[config.mk]
export PLATFORM = sky130hd
export DESIGN_NAME = scpt_top
export DESIGN_NICKNAME = d
export VERILOG_FILES = /design/src/hw/scpt_pkg.sv /design/src/hw/scpt_telem_if.sv /design/src/hw/scpt_phase_gen.sv /design/src/hw/scpt_telem.sv /design/src/hw/scpt_top.sv
export SDC_FILE = /design/constraint.sdc
export NUM_CORES = 1
export LEC_CHECK = 0
export ABC_AREA = 1
export BUFFER_PORTS_ARGS = -buffer_cell sky130_fd_sc_hd__buf_2
export CAP_MARGIN = 20
export CORE_MARGIN = 2
export CORE_UTILIZATION = 48
export DETAILED_ROUTE_END_ITERATION = 8
export MAX_ROUTING_LAYER = met4
export PLACE_DENSITY = 0.63
export REMOVE_ABC_BUFFERS = 1
export SLEW_MARGIN = 20
export SYNTH_ARGS = -nofsm -noshare
export SYNTH_HDL_FRONTEND = slang
export SYNTH_SLANG_ARGS = --single-unit
[constraint.sdc]
create_clock -name clk_i -period 6.95 [get_ports clk_i]
set_input_delay 0.695 -clock clk_i [delete_from_list [all_inputs] [get_ports clk_i]]
set_output_delay 0.695 -clock clk_i [all_outputs]
set_load 0.05 [all_outputs]
[src/hw/scpt_pkg.sv]
// constants shared by the sync, phase, compensation and telemetry logic
// assumes a single 40 MHz core clock; counts below are in those cycles unless named in ns or periods
package scpt_pkg;

	// core clock and sync pulse timing
	localparam int unsigned SCPT_CLK_HZ         = 40_000_000;
	localparam int unsigned SCPT_SYNC_PULSE_NS  = 500;
	localparam int unsigned SCPT_SYNC_PULSE_CYC =
		(SCPT_SYNC_PULSE_NS * (SCPT_CLK_HZ / 1_000_000) + 999) / 1000;
	localparam int unsigned SCPT_EXT_LOSS_PERIODS = 2;

	// command codes of the serial management port
	localparam logic [7:0] SCPT_CMD_GCFG     = 8'h01;
	localparam logic [7:0] SCPT_CMD_PADS     = 8'h02;
	localparam logic [7:0] SCPT_CMD_PHASE    = 8'h03;
	localparam logic [7:0] SCPT_CMD_FREQ     = 8'h04;
	localparam logic [7:0] SCPT_CMD_COMP     = 8'h05;
	localparam logic [7:0] SCPT_CMD_MODE     = 8'h06;
	localparam logic [7:0] SCPT_CMD_CAL_GAIN = 8'h07;
	localparam logic [7:0] SCPT_CMD_IOUT     = 8'h08;
	localparam logic [7:0] SCPT_CMD_TEMP1    = 8'h09;
	localparam logic [7:0] SCPT_CMD_TEMP2    = 8'h0a;

	// field positions
	localparam int unsigned SCPT_GCFG_MASTER_BIT  = 0;
	localparam int unsigned SCPT_GCFG_EXT_REQ_BIT = 4;
	localparam int unsigned SCPT_PADS_EXT_BIT     = 0;
	localparam int unsigned SCPT_PADS_SWEN_BIT    = 1;
	localparam int unsigned SCPT_PADS_SYNC_BIT    = 10;
	localparam int unsigned SCPT_PH_CH0_LSB       = 0;
	localparam int unsigned SCPT_PH_CH1_LSB       = 3;
	localparam int unsigned SCPT_PH_FOLLOW_BIT    = 7;
	localparam int unsigned SCPT_COMP_RES_LSB     = 0;
	localparam int unsigned SCPT_COMP_GM_LSB      = 5;
	localparam int unsigned SCPT_MODE_DIRECT_BIT  = 0;

	// values after reset
	localparam logic [15:0] SCPT_GCFG_RST   = 16'h0001;
	localparam logic [7:0]  SCPT_PHASE_RST  = 8'h20;
	localparam logic [15:0] SCPT_PERIOD_RST = 16'h00a0;
	localparam logic [7:0]  SCPT_COMP_RST   = 8'h00;
	localparam logic [7:0]  SCPT_MODE_RST   = 8'h00;
	localparam logic [15:0] SCPT_GAIN_RST   = 16'h0100;

	// temperature conversion scale and offset, fixed point
	localparam logic [15:0] SCPT_TEMP_SCALE  = 16'h0040;
	localparam logic [15:0] SCPT_TEMP_OFS    = 16'h0111;
	localparam logic [15:0] SCPT_VBE_AT_ZERO = 16'h2c00;

	// telemetry adc selections
	typedef enum logic [2:0] {
		SCPT_ADC_IOUT, SCPT_ADC_EXT_LO, SCPT_ADC_EXT_HI, SCPT_ADC_INT_LO, SCPT_ADC_INT_HI
	} scpt_adc_sel_t;

endpackage

[src/hw/scpt_telem_if.sv]
// carrier between the control top and the telemetry sequencer
// both sides run on the same core clock
`timescale 1ns/100ps
`default_nettype none
interface scpt_telem_if;
	logic [15:0] cal_gain;
	logic        direct_mode;
	logic        adc_start;
	logic [2:0]  adc_sel;
	logic        ext_bias_hi;
	logic [15:0] adc_data;
	logic        adc_done;
	logic [15:0] iout;
	logic [15:0] temp_ext;
	logic [15:0] temp_int;
	modport ctrl  (output cal_gain, direct_mode, adc_data, adc_done,
		input adc_start, adc_sel, ext_bias_hi, iout, temp_ext, temp_int);
	modport telem (input cal_gain, direct_mode, adc_data, adc_done,
		output adc_start, adc_sel, ext_bias_hi, iout, temp_ext, temp_int);
endinterface
`default_nettype wire

[src/hw/scpt_phase_gen.sv]
// delays the reference tick by code/8 of the switching period
// assumes ref_tick_i is a one-cycle pulse at most once per period
`timescale 1ns/100ps
`default_nettype none
module scpt_phase_gen #(
	parameter int unsigned PW = 16
) (
	input  wire logic          clk_i,
	input  wire logic          rst_n_i,
	input  wire logic          ref_tick_i,
	input  wire logic [PW-1:0] period_i,
	input  wire logic [2:0]    code_i,
	output logic               set_o
);
	logic [PW+2:0] prod;
	logic [PW-1:0] dly_reg;
	logic          armed_reg;

	assign prod = {3'h0, period_i} * {{PW{1'b0}}, code_i};

	// load the delay on each tick, fire the latch-set edge when it runs out
	always_ff @(posedge clk_i or negedge rst_n_i) begin
		if (!rst_n_i) begin
			dly_reg   <= '0;
			armed_reg <= 1'b0;
			set_o     <= 1'b0;
		end else if (ref_tick_i) begin
			dly_reg   <= prod[PW+2:3];
			armed_reg <= 1'b1;
			set_o     <= 1'b0;
		end else if (armed_reg && dly_reg == '0) begin
			armed_reg <= 1'b0;
			set_o     <= 1'b1;
		end else begin
			dly_reg <= (dly_reg == '0) ? dly_reg : dly_reg - 1'b1;
			set_o   <= 1'b0;
		end
	end
endmodule
`default_nettype wire

[src/hw/scpt_telem.sv]
// sequences the telemetry adc: output current, remote and on-chip diode
// assumes the adc answers each start with one done pulse, same clock
`timescale 1ns/100ps
`default_nettype none
module scpt_telem
	import scpt_pkg::*;
(
	input  wire logic   clk_i,
	input  wire logic   rst_n_i,
	scpt_telem_if.telem tif
);
	scpt_adc_sel_t sel_reg;
	logic          wait_reg;
	logic [15:0]   lo_reg;
	logic [31:0]   iprod;
	logic [31:0]   tprod;

	assign iprod = tif.adc_data * tif.cal_gain;
	assign tprod = (tif.adc_data - lo_reg) * SCPT_TEMP_SCALE;

	// round robin of conversions; for each diode the low current comes before the high
	always_ff @(posedge clk_i or negedge rst_n_i) begin
		if (!rst_n_i) begin
			sel_reg         <= SCPT_ADC_IOUT;
			wait_reg        <= 1'b0;
			lo_reg          <= '0;
			tif.adc_start   <= 1'b0;
			tif.adc_sel     <= 3'h0;
			tif.ext_bias_hi <= 1'b0;
			tif.iout        <= '0;
			tif.temp_ext    <= '0;
			tif.temp_int    <= '0;
		end else if (!wait_reg) begin
			tif.adc_start   <= 1'b1;
			tif.adc_sel     <= sel_reg;
			tif.ext_bias_hi <= (sel_reg == SCPT_ADC_EXT_HI); // 32 uA else 2 uA
			wait_reg        <= 1'b1;
		end else begin
			tif.adc_start <= 1'b0;
			if (tif.adc_done) begin
				wait_reg <= 1'b0;
				case (sel_reg)
					SCPT_ADC_IOUT: begin
						tif.iout <= iprod[23:8]; // sense volts times calibration
						sel_reg  <= SCPT_ADC_EXT_LO;
					end
					SCPT_ADC_EXT_LO: begin
						lo_reg  <= tif.adc_data;
						sel_reg <= SCPT_ADC_EXT_HI;
						if (tif.direct_mode) begin
							tif.temp_ext <= SCPT_VBE_AT_ZERO - tif.adc_data; // direct vbe
						end
					end
					SCPT_ADC_EXT_HI: begin
						sel_reg <= SCPT_ADC_INT_LO;
						if (!tif.direct_mode) begin
							tif.temp_ext <= tprod[23:8] - SCPT_TEMP_OFS; // delta vbe
						end
					end
					SCPT_ADC_INT_LO: begin
						lo_reg  <= tif.adc_data;
						sel_reg <= SCPT_ADC_INT_HI;
					end
					SCPT_ADC_INT_HI: begin
						tif.temp_int <= tprod[23:8] - SCPT_TEMP_OFS; // on-chip delta vbe
						sel_reg      <= SCPT_ADC_IOUT;
					end
					default: sel_reg <= SCPT_ADC_IOUT;
				endcase
			end
		end
	end
endmodule
`default_nettype wire

[src/hw/scpt_top.sv]
// switching clock sync, phase placement, loop compensation and telemetry
// assumes a 40 MHz core clock; sync and the input-sense comparator are async pins
`timescale 1ns/100ps
`default_nettype none
module scpt_top
	import scpt_pkg::*;
#(
	parameter int unsigned PERIOD_W = 16
) (
	input  wire logic        clk_i,
	input  wire logic        rst_n_i,
	input  wire logic        cmd_valid_i,
	input  wire logic        cmd_write_i,
	input  wire logic [7:0]  cmd_code_i,
	input  wire logic [15:0] cmd_wdata_i,
	output logic             rsp_valid_o,
	output logic [15:0]      rsp_data_o,
	output logic             rsp_refused_o,
	input  wire logic [1:0]  chan_on_i,
	input  wire logic        isense_low_i,
	input  wire logic        sync_i,
	output logic             sync_o,
	output logic             sync_oe_o,
	output logic [1:0]       pwm_set_o,
	output logic             switch_en_o,
	output logic             ch1_follow_o,
	output logic [4:0]       comp_res_o,
	output logic [2:0]       comp_gm_o,
	output logic             adc_start_o,
	output logic [2:0]       adc_sel_o,
	input  wire logic [15:0] adc_data_i,
	input  wire logic        adc_done_i,
	output logic             ext_bias_hi_o
);
	localparam int unsigned PULSE_LAST = SCPT_SYNC_PULSE_CYC - 1;

	// refuse widths the period arithmetic cannot carry
	if (PERIOD_W < 8 || PERIOD_W > 16) begin : g_bad_width
		$error("scpt_top: PERIOD_W must lie between 8 and 16");
	end

	// command codes that may only change while both channels are off
	function automatic logic guarded_cmd(input logic [7:0] code);
		guarded_cmd = (code == SCPT_CMD_FREQ) || (code == SCPT_CMD_PHASE);
	endfunction

	logic                sync_s1_reg;
	logic                sync_s2_reg;
	logic                sync_d3_reg;
	logic                isl_s1_reg;
	logic                isl_s2_reg;
	logic [15:0]         gcfg_reg;
	logic [7:0]          phase_reg;
	logic [PERIOD_W-1:0] period_reg;
	logic [7:0]          comp_reg;
	logic [7:0]          mode_reg;
	logic [15:0]         gain_reg;
	logic [PERIOD_W-1:0] osc_cnt_reg;
	logic [7:0]          pulse_cnt_reg;
	logic                sync_oe_reg;
	logic                drive_en_reg;
	logic                ext_present_reg;
	logic [PERIOD_W:0]   lost_cnt_reg;
	logic                switch_en_reg;
	logic                switch_en_next;
	logic [1:0]          set_raw;
	logic [1:0]          pwm_set_reg;
	logic [15:0]         rd_mux;
	logic                wr_take;
	logic                wr_refuse;
	logic                osc_wrap;
	logic                sync_fall;
	logic                ext_edge;
	logic                line_busy;
	logic                ref_tick;
	logic                is_master;
	logic                ext_required;

	scpt_telem_if tif ();

	// two-stage synchronisers; the second stage feeds logic, and sync also through its one-cycle delayed copy
	always_ff @(posedge clk_i or negedge rst_n_i) begin
		if (!rst_n_i) begin
			sync_s1_reg <= 1'b1;
			sync_s2_reg <= 1'b1;
			sync_d3_reg <= 1'b1;
			isl_s1_reg  <= 1'b0;
			isl_s2_reg  <= 1'b0;
		end else begin
			sync_s1_reg <= sync_i;
			sync_s2_reg <= sync_s1_reg;
			sync_d3_reg <= sync_s2_reg;
			isl_s1_reg  <= isense_low_i;
			isl_s2_reg  <= isl_s1_reg;
		end
	end

	assign is_master    = gcfg_reg[SCPT_GCFG_MASTER_BIT];
	assign ext_required = gcfg_reg[SCPT_GCFG_EXT_REQ_BIT];
	assign sync_fall    = sync_d3_reg && !sync_s2_reg;
	// our own pull shows up a few cycles late, so edges during our pulse are ours
	assign ext_edge     = sync_fall && !sync_oe_reg;
	// line already low when we would start: another master owns it
	assign line_busy    = !sync_s2_reg && !sync_oe_reg;
	assign osc_wrap     = (osc_cnt_reg >= period_reg - 1'b1); // a shortened period never overruns
	assign ref_tick     = ext_present_reg ? ext_edge : osc_wrap;

	// command decode
	assign wr_take   = cmd_valid_i && cmd_write_i;
	assign wr_refuse = wr_take && guarded_cmd(cmd_code_i) && (|chan_on_i);

	// writable registers
	always_ff @(posedge clk_i or negedge rst_n_i) begin
		if (!rst_n_i) begin
			gcfg_reg   <= SCPT_GCFG_RST;
			phase_reg  <= SCPT_PHASE_RST;
			period_reg <= SCPT_PERIOD_RST[PERIOD_W-1:0];
			comp_reg   <= SCPT_COMP_RST;
			mode_reg   <= SCPT_MODE_RST;
			gain_reg   <= SCPT_GAIN_RST;
		end else if (wr_take && !wr_refuse) begin
			case (cmd_code_i)
				SCPT_CMD_GCFG:     gcfg_reg   <= cmd_wdata_i;
				SCPT_CMD_PHASE:    phase_reg  <= cmd_wdata_i[7:0];
				SCPT_CMD_FREQ:     period_reg <= cmd_wdata_i[PERIOD_W-1:0];
				SCPT_CMD_COMP:     comp_reg   <= cmd_wdata_i[7:0];
				SCPT_CMD_MODE:     mode_reg   <= cmd_wdata_i[7:0];
				SCPT_CMD_CAL_GAIN: gain_reg   <= cmd_wdata_i;
				default:           gain_reg   <= gain_reg;
			endcase
		end
	end

	// read mux; unknown codes read as zero
	always_comb begin
		rd_mux = 16'h0000;
		case (cmd_code_i)
			SCPT_CMD_GCFG:     rd_mux = gcfg_reg;
			SCPT_CMD_PADS: begin
				rd_mux[SCPT_PADS_SYNC_BIT] = sync_oe_reg;
				rd_mux[SCPT_PADS_EXT_BIT]  = ext_present_reg;
				rd_mux[SCPT_PADS_SWEN_BIT] = switch_en_reg;
			end
			SCPT_CMD_PHASE:    rd_mux = {8'h00, phase_reg};
			SCPT_CMD_FREQ:     rd_mux = 16'(period_reg);
			SCPT_CMD_COMP:     rd_mux = {8'h00, comp_reg};
			SCPT_CMD_MODE:     rd_mux = {8'h00, mode_reg};
			SCPT_CMD_CAL_GAIN: rd_mux = gain_reg;
			SCPT_CMD_IOUT:     rd_mux = tif.iout;
			SCPT_CMD_TEMP1:    rd_mux = tif.temp_ext;
			SCPT_CMD_TEMP2:    rd_mux = tif.temp_int;
			default:           rd_mux = 16'h0000;
		endcase
	end

	// one answer per command, one cycle later
	always_ff @(posedge clk_i or negedge rst_n_i) begin
		if (!rst_n_i) begin
			rsp_valid_o   <= 1'b0;
			rsp_data_o    <= 16'h0000;
			rsp_refused_o <= 1'b0;
		end else begin
			rsp_valid_o   <= cmd_valid_i;
			rsp_data_o    <= (cmd_valid_i && !cmd_write_i) ? rd_mux : 16'h0000;
			rsp_refused_o <= wr_refuse;
		end
	end

	// internal oscillator, re-phased on every external edge so a loss is seamless
	always_ff @(posedge clk_i or negedge rst_n_i) begin
		if (!rst_n_i) begin
			osc_cnt_reg <= '0;
		end else if (ext_edge || osc_wrap) begin
			osc_cnt_reg <= '0;
		end else begin
			osc_cnt_reg <= osc_cnt_reg + 1'b1;
		end
	end

	// external clock presence; lost after two nominal periods without an edge
	always_ff @(posedge clk_i or negedge rst_n_i) begin
		if (!rst_n_i) begin
			ext_present_reg <= 1'b0;
			lost_cnt_reg    <= '0;
		end else if (ext_edge) begin
			ext_present_reg <= 1'b1;
			lost_cnt_reg    <= '0;
		end else if (ext_present_reg) begin
			if (lost_cnt_reg >= (PERIOD_W+1)'(SCPT_EXT_LOSS_PERIODS) * {1'b0, period_reg}) begin
				ext_present_reg <= 1'b0;
			end
			lost_cnt_reg <= lost_cnt_reg + 1'b1;
		end
	end

	// yield the line for good once anyone else is seen on it; a config write re-arms
	always_ff @(posedge clk_i or negedge rst_n_i) begin
		if (!rst_n_i) begin
			drive_en_reg <= 1'b1;
		end else if (ext_edge || (osc_wrap && line_busy)) begin
			drive_en_reg <= 1'b0;
		end else if (wr_take && cmd_code_i == SCPT_CMD_GCFG) begin
			drive_en_reg <= 1'b1;
		end
	end

	// master pulse: low for a fixed width at each oscillator wrap while master, drive is enabled, no external clock is present and the line is free
	always_ff @(posedge clk_i or negedge rst_n_i) begin
		if (!rst_n_i) begin
			sync_oe_reg   <= 1'b0;
			pulse_cnt_reg <= 8'h00;
		end else if (sync_oe_reg) begin
			if (pulse_cnt_reg == 8'(PULSE_LAST)) begin
				sync_oe_reg <= 1'b0;
			end
			pulse_cnt_reg <= pulse_cnt_reg + 8'h01;
		end else if (osc_wrap && is_master && drive_en_reg && !ext_present_reg
			&& !line_busy) begin
			sync_oe_reg   <= 1'b1;
			pulse_cnt_reg <= 8'h00;
		end
	end

	// open drain: only ever pulls low
	assign sync_o    = 1'b0;
	assign sync_oe_o = sync_oe_reg;

	// switching permission
	assign switch_en_next = !isl_s2_reg && !(ext_required && !ext_present_reg);

	always_ff @(posedge clk_i or negedge rst_n_i) begin
		if (!rst_n_i) begin
			switch_en_reg <= 1'b0;
		end else begin
			switch_en_reg <= switch_en_next;
		end
	end

	// one phase generator per channel
	for (genvar ch = 0; ch < 2; ch++) begin : g_phase
		scpt_phase_gen #(
			.PW(PERIOD_W)
		) u_phase (
			.clk_i      (clk_i),
			.rst_n_i    (rst_n_i),
			.ref_tick_i (ref_tick),
			.period_i   (period_reg),
			.code_i     (phase_reg[3*ch +: 3]),
			.set_o      (set_raw[ch])
		);
	end

	// gate the latch-set edges; the analog side also sees switch_en
	always_ff @(posedge clk_i or negedge rst_n_i) begin
		if (!rst_n_i) begin
			pwm_set_reg <= 2'h0;
		end else begin
			pwm_set_reg <= set_raw & chan_on_i & {2{switch_en_reg}};
		end
	end

	// static configuration outputs, registered once more
	always_ff @(posedge clk_i or negedge rst_n_i) begin
		if (!rst_n_i) begin
			ch1_follow_o <= 1'b0;
			comp_res_o   <= 5'h00;
			comp_gm_o    <= 3'h0;
		end else begin
			ch1_follow_o <= phase_reg[SCPT_PH_FOLLOW_BIT];
			comp_res_o   <= comp_reg[SCPT_COMP_RES_LSB +: 5];
			comp_gm_o    <= comp_reg[SCPT_COMP_GM_LSB +: 3];
		end
	end

	assign pwm_set_o   = pwm_set_reg;
	assign switch_en_o = switch_en_reg;

	// telemetry sequencer
	assign tif.cal_gain    = gain_reg;
	assign tif.direct_mode = mode_reg[SCPT_MODE_DIRECT_BIT];
	assign tif.adc_data    = adc_data_i;
	assign tif.adc_done    = adc_done_i;
	assign adc_start_o     = tif.adc_start;
	assign adc_sel_o       = tif.adc_sel;
	assign ext_bias_hi_o   = tif.ext_bias_hi;

	scpt_telem u_telem (
		.clk_i   (clk_i),
		.rst_n_i (rst_n_i),
		.tif     (tif)
	);
endmodule
`default_nettype wire

==> run summary <==
Core Box Area -> 0.0492 mm2
vias in the first global route -> 20781
Synth Area per Inst -> 7.63 um2
largest net degree at the start of global routing -> 129
WS Path Type -> flop to flop
1st-pass router iterations -> 5
Worst-Margin Slew -> 1.03 ns
via count -> 20541
first-pass GRT wire length -> 113000 um
nets@finish -> 3563
Largest register FFs -> 32
WL/cell -> 18.0 um
Final Max Slew Viols -> 0
Worst setup SP type -> flop
PD cells -> 235 mW/mm2
CTS H-tree depth -> 1
worst reg2reg path depth -> 17
reg2reg setup slack -> 0.95 ns
CTS root buf -> clkbuf_16
Skew-Pair Late Insertion Delay -> 0.62 ns
critical path's top delay family -> adder cells
initial core utilization -> 0.489
die area -> 0.0519 mm2
Filler Cell Count -> 4742
Net Sw Frac -> 0.400
outcome -> complete, no violations
total power -> 6.10 mW
Max FO, Critical Path -> 16
Final min period -> 6.00 ns
Tcrit/Tclk final -> 0.863
WP data required -> 7.48 ns
most frequent cells in the layout -> nand2_1 (795), inv_1 (618), dfrtp_1 (251)
# DRC -> 0
Worst slew margin -> 0.312
setup TNS -> 0 ns
combinational share of power -> 0.377
register area share after synthesis -> 0.271
worst r2r src -> gain_reg[10]$_DFFE_PN0P_
crit-path max cell delay -> 0.88 ns
Syn. warnings -> 0
clock sinks -> 260
number of enable flip-flop cells after synthesis -> 0
total CTS buffers -> 30
Port Buf Inserts -> 84
Max Cap Violations -> 0
Setup crit end kind -> flop
commonest non-fill, non-tap cell in the layout -> nand2_1
Area Overhead vs Synth -> 8.21%
sum of buffers and inverters on the critical path -> 3
Leak -> 13.8 nW
hold violation count in the final report -> 0
remaining antenna violation count -> 0
Ports -> 86
Critical Path Most Common Cell -> fa_1
setup violators final -> 0
Seq pwr share -> 0.340
gpl congestion -> 0.973
fmax -> 167 MHz
count of cell types in the netlist -> 72
Rows -> 81
post-cts sizing count -> 0
via/cell ratio -> 5.33
cell-internal power -> 3.66 mW
unrepaired setup endpoints after global routing -> false
clk buf depth -> 3
Die Width -> 228 um
Main synth FF type -> dfrtp_1
CP Data Arrival Time -> 6.53 ns
mapped cell area -> 0.0240 mm2
TritonCTS clock tree -> done
Die Ht -> 228 um
initial antenna violation count -> 1
Async SR Flop Fraction -> 1.00
Hold Path Class -> input pin to asynchronous set/reset pin
initial drt markers -> 1657
wirelength, routed -> 69500 um
cells along the critical path -> nand2_1, fa_1, inv_1, fa_1, fa_1, fa_1, fa_1, inv_1, fa_1, inv_1, ha_1, nand2_1, nor4_1, or3b_2, nand3_1, nand2_1, a31oi_1
Tot GR Track Use -> 0.282
# hold bufs at CTS -> 0
VDD IR max -> 0.000209 V
slowest CP cell -> dfrtp_1
Synth Register Bits -> 260
layout cells sized above 1 -> 0.0775
GRT overflow -> 0
clock network power share -> 0.283
clock skew -> 0.0510 ns
worst reg2reg endpoint -> u_telem.tif.iout[13]$_DFFE_PN0P_
Net Switching -> 2.44 mW
DP Wirelength -> 55300 um
setup repair bufs after CTS -> 0
Worst-path clk slew -> 0.06 ns
Post-Synthesis Cells -> 3151
## kinds of logic (layout without fill, tap and decap cells)
family,count (synthesis),count (layout),share of synthesized area
buffers and inverters,749,785,0.120
AND/OR/NAND/NOR,1242,1242,0.220
flip-flops,260,260,0.271
other,1,2,0.000156
AO/OA/AOI/OAI,454,454,0.108
adder cells (fa/ha/maj),350,350,0.244
XOR/XNOR,95,95,0.0363
## worst max-delay path by stage
stage / start / endpoint / slack, ns / cells past startpoint
floorplan: adc_data_i[9] / u_telem.tif.iout[13]$_DFFE_PN0P_ / 1.58 / 18
global placement: adc_data_i[7] / u_telem.tif.iout[12]$_DFFE_PN0P_ / 0.84 / 22
detailed placement: adc_data_i[8] / u_telem.tif.iout[13]$_DFFE_PN0P_ / 0.76 / 18
CTS: gain_reg[10]$_DFFE_PN0P_ / u_telem.tif.iout[13]$_DFFE_PN0P_ / 0.99 / 17
global route: gain_reg[10]$_DFFE_PN0P_ / u_telem.tif.iout[13]$_DFFE_PN0P_ / 0.68 / 17
finish: gain_reg[10]$_DFFE_PN0P_ / u_telem.tif.iout[13]$_DFFE_PN0P_ / 0.95 / 17
## power groups by stage
stage	logic, mW	registers, mW	clock network, mW
after CTS	2.30	2.07	1.76
after floorplan	1.66	2.04	0
after global routing	2.60	2.10	1.81
final	2.30	2.08	1.73
after global placement	2.25	2.08	0
after detailed placement	2.29	2.09	0
## metrics by stage
step / utilization / worst slack [ns] / hold WS (ns) / cells / instance area (um2)
6_report: 0.529 / 0.955 / 0.203 / 3852 / 26000
3_3_place_gp: 0.507 / 0.841 / 0.335 / 3796 / 24900
4_1_cts: 0.529 / 0.986 / 0.184 / 3851 / 26000
3_5_place_dp: 0.507 / 0.762 / 0.336 / 3796 / 24900
2_1_floorplan: - / 1.58 / 0.331 / 3030 / 23500
5_1_grt: 0.529 / 0.682 / 0.201 / 3851 / 26000
## routing by layer
layer | vias to the layer above | global-route usage | wire (um)
met1 | 9983 | 0.378 | 30800
met5 | - | - | 0
met3 | 96 | 0.0372 | 4710
met2 | 656 | 0.456 | 32300
li1 | 9806 | - | -
met4 | 0 | 0.0652 | 1710
## synth_stat cells (all sizes together), types with 7 or more instances
master	n	area [um2]
nand3b	8	60.1
clkbuf	87	342
a31oi	33	206
o21ai	205	1040
a221oi	25	219
dfstp	9	236
nand2	822	3190
or2	10	62.6
nor3b	10	85.1
nand3	108	571
buf	34	183
dfrtp	251	6280
ha	153	1910
inv	626	2350
xor2	64	576
o211ai	7	52.6
xnor2	31	298
fa	197	3940
nand4	32	213
a22oi	9	67.6
nor2	206	833
nor3	36	200
a21oi	132	668
## final cells by class
| class | instances | area, um2 | share of cell area |
|---|---|---|---|
| timing repair buffer | 102 | 566 | 0.0218 |
| inverter | 628 | 2360 | 0.0909 |
| tap | 664 | 831 | 0.0320 |
| clock inverter | 12 | 218 | 0.00837 |
| clock buffer | 43 | 870 | 0.0334 |
| antenna | 1 | 2.50 | 0.0000962 |
| sequential | 260 | 6520 | 0.251 |
| multi-input combinational | 2142 | 14600 | 0.563 |
## worst register-to-register path: cells and delay by family (launching register included)
family | cells | cell delay, ns
and+or+nand+nor | 6 | 1.35
buffers and inverters | 3 | 0.16
DFF | 1 | 0.88
AOI/OAI and AO/OA | 1 | 0.12
adders and majority gates | 7 | 3.39
Power figures use the tool's default switching activity.
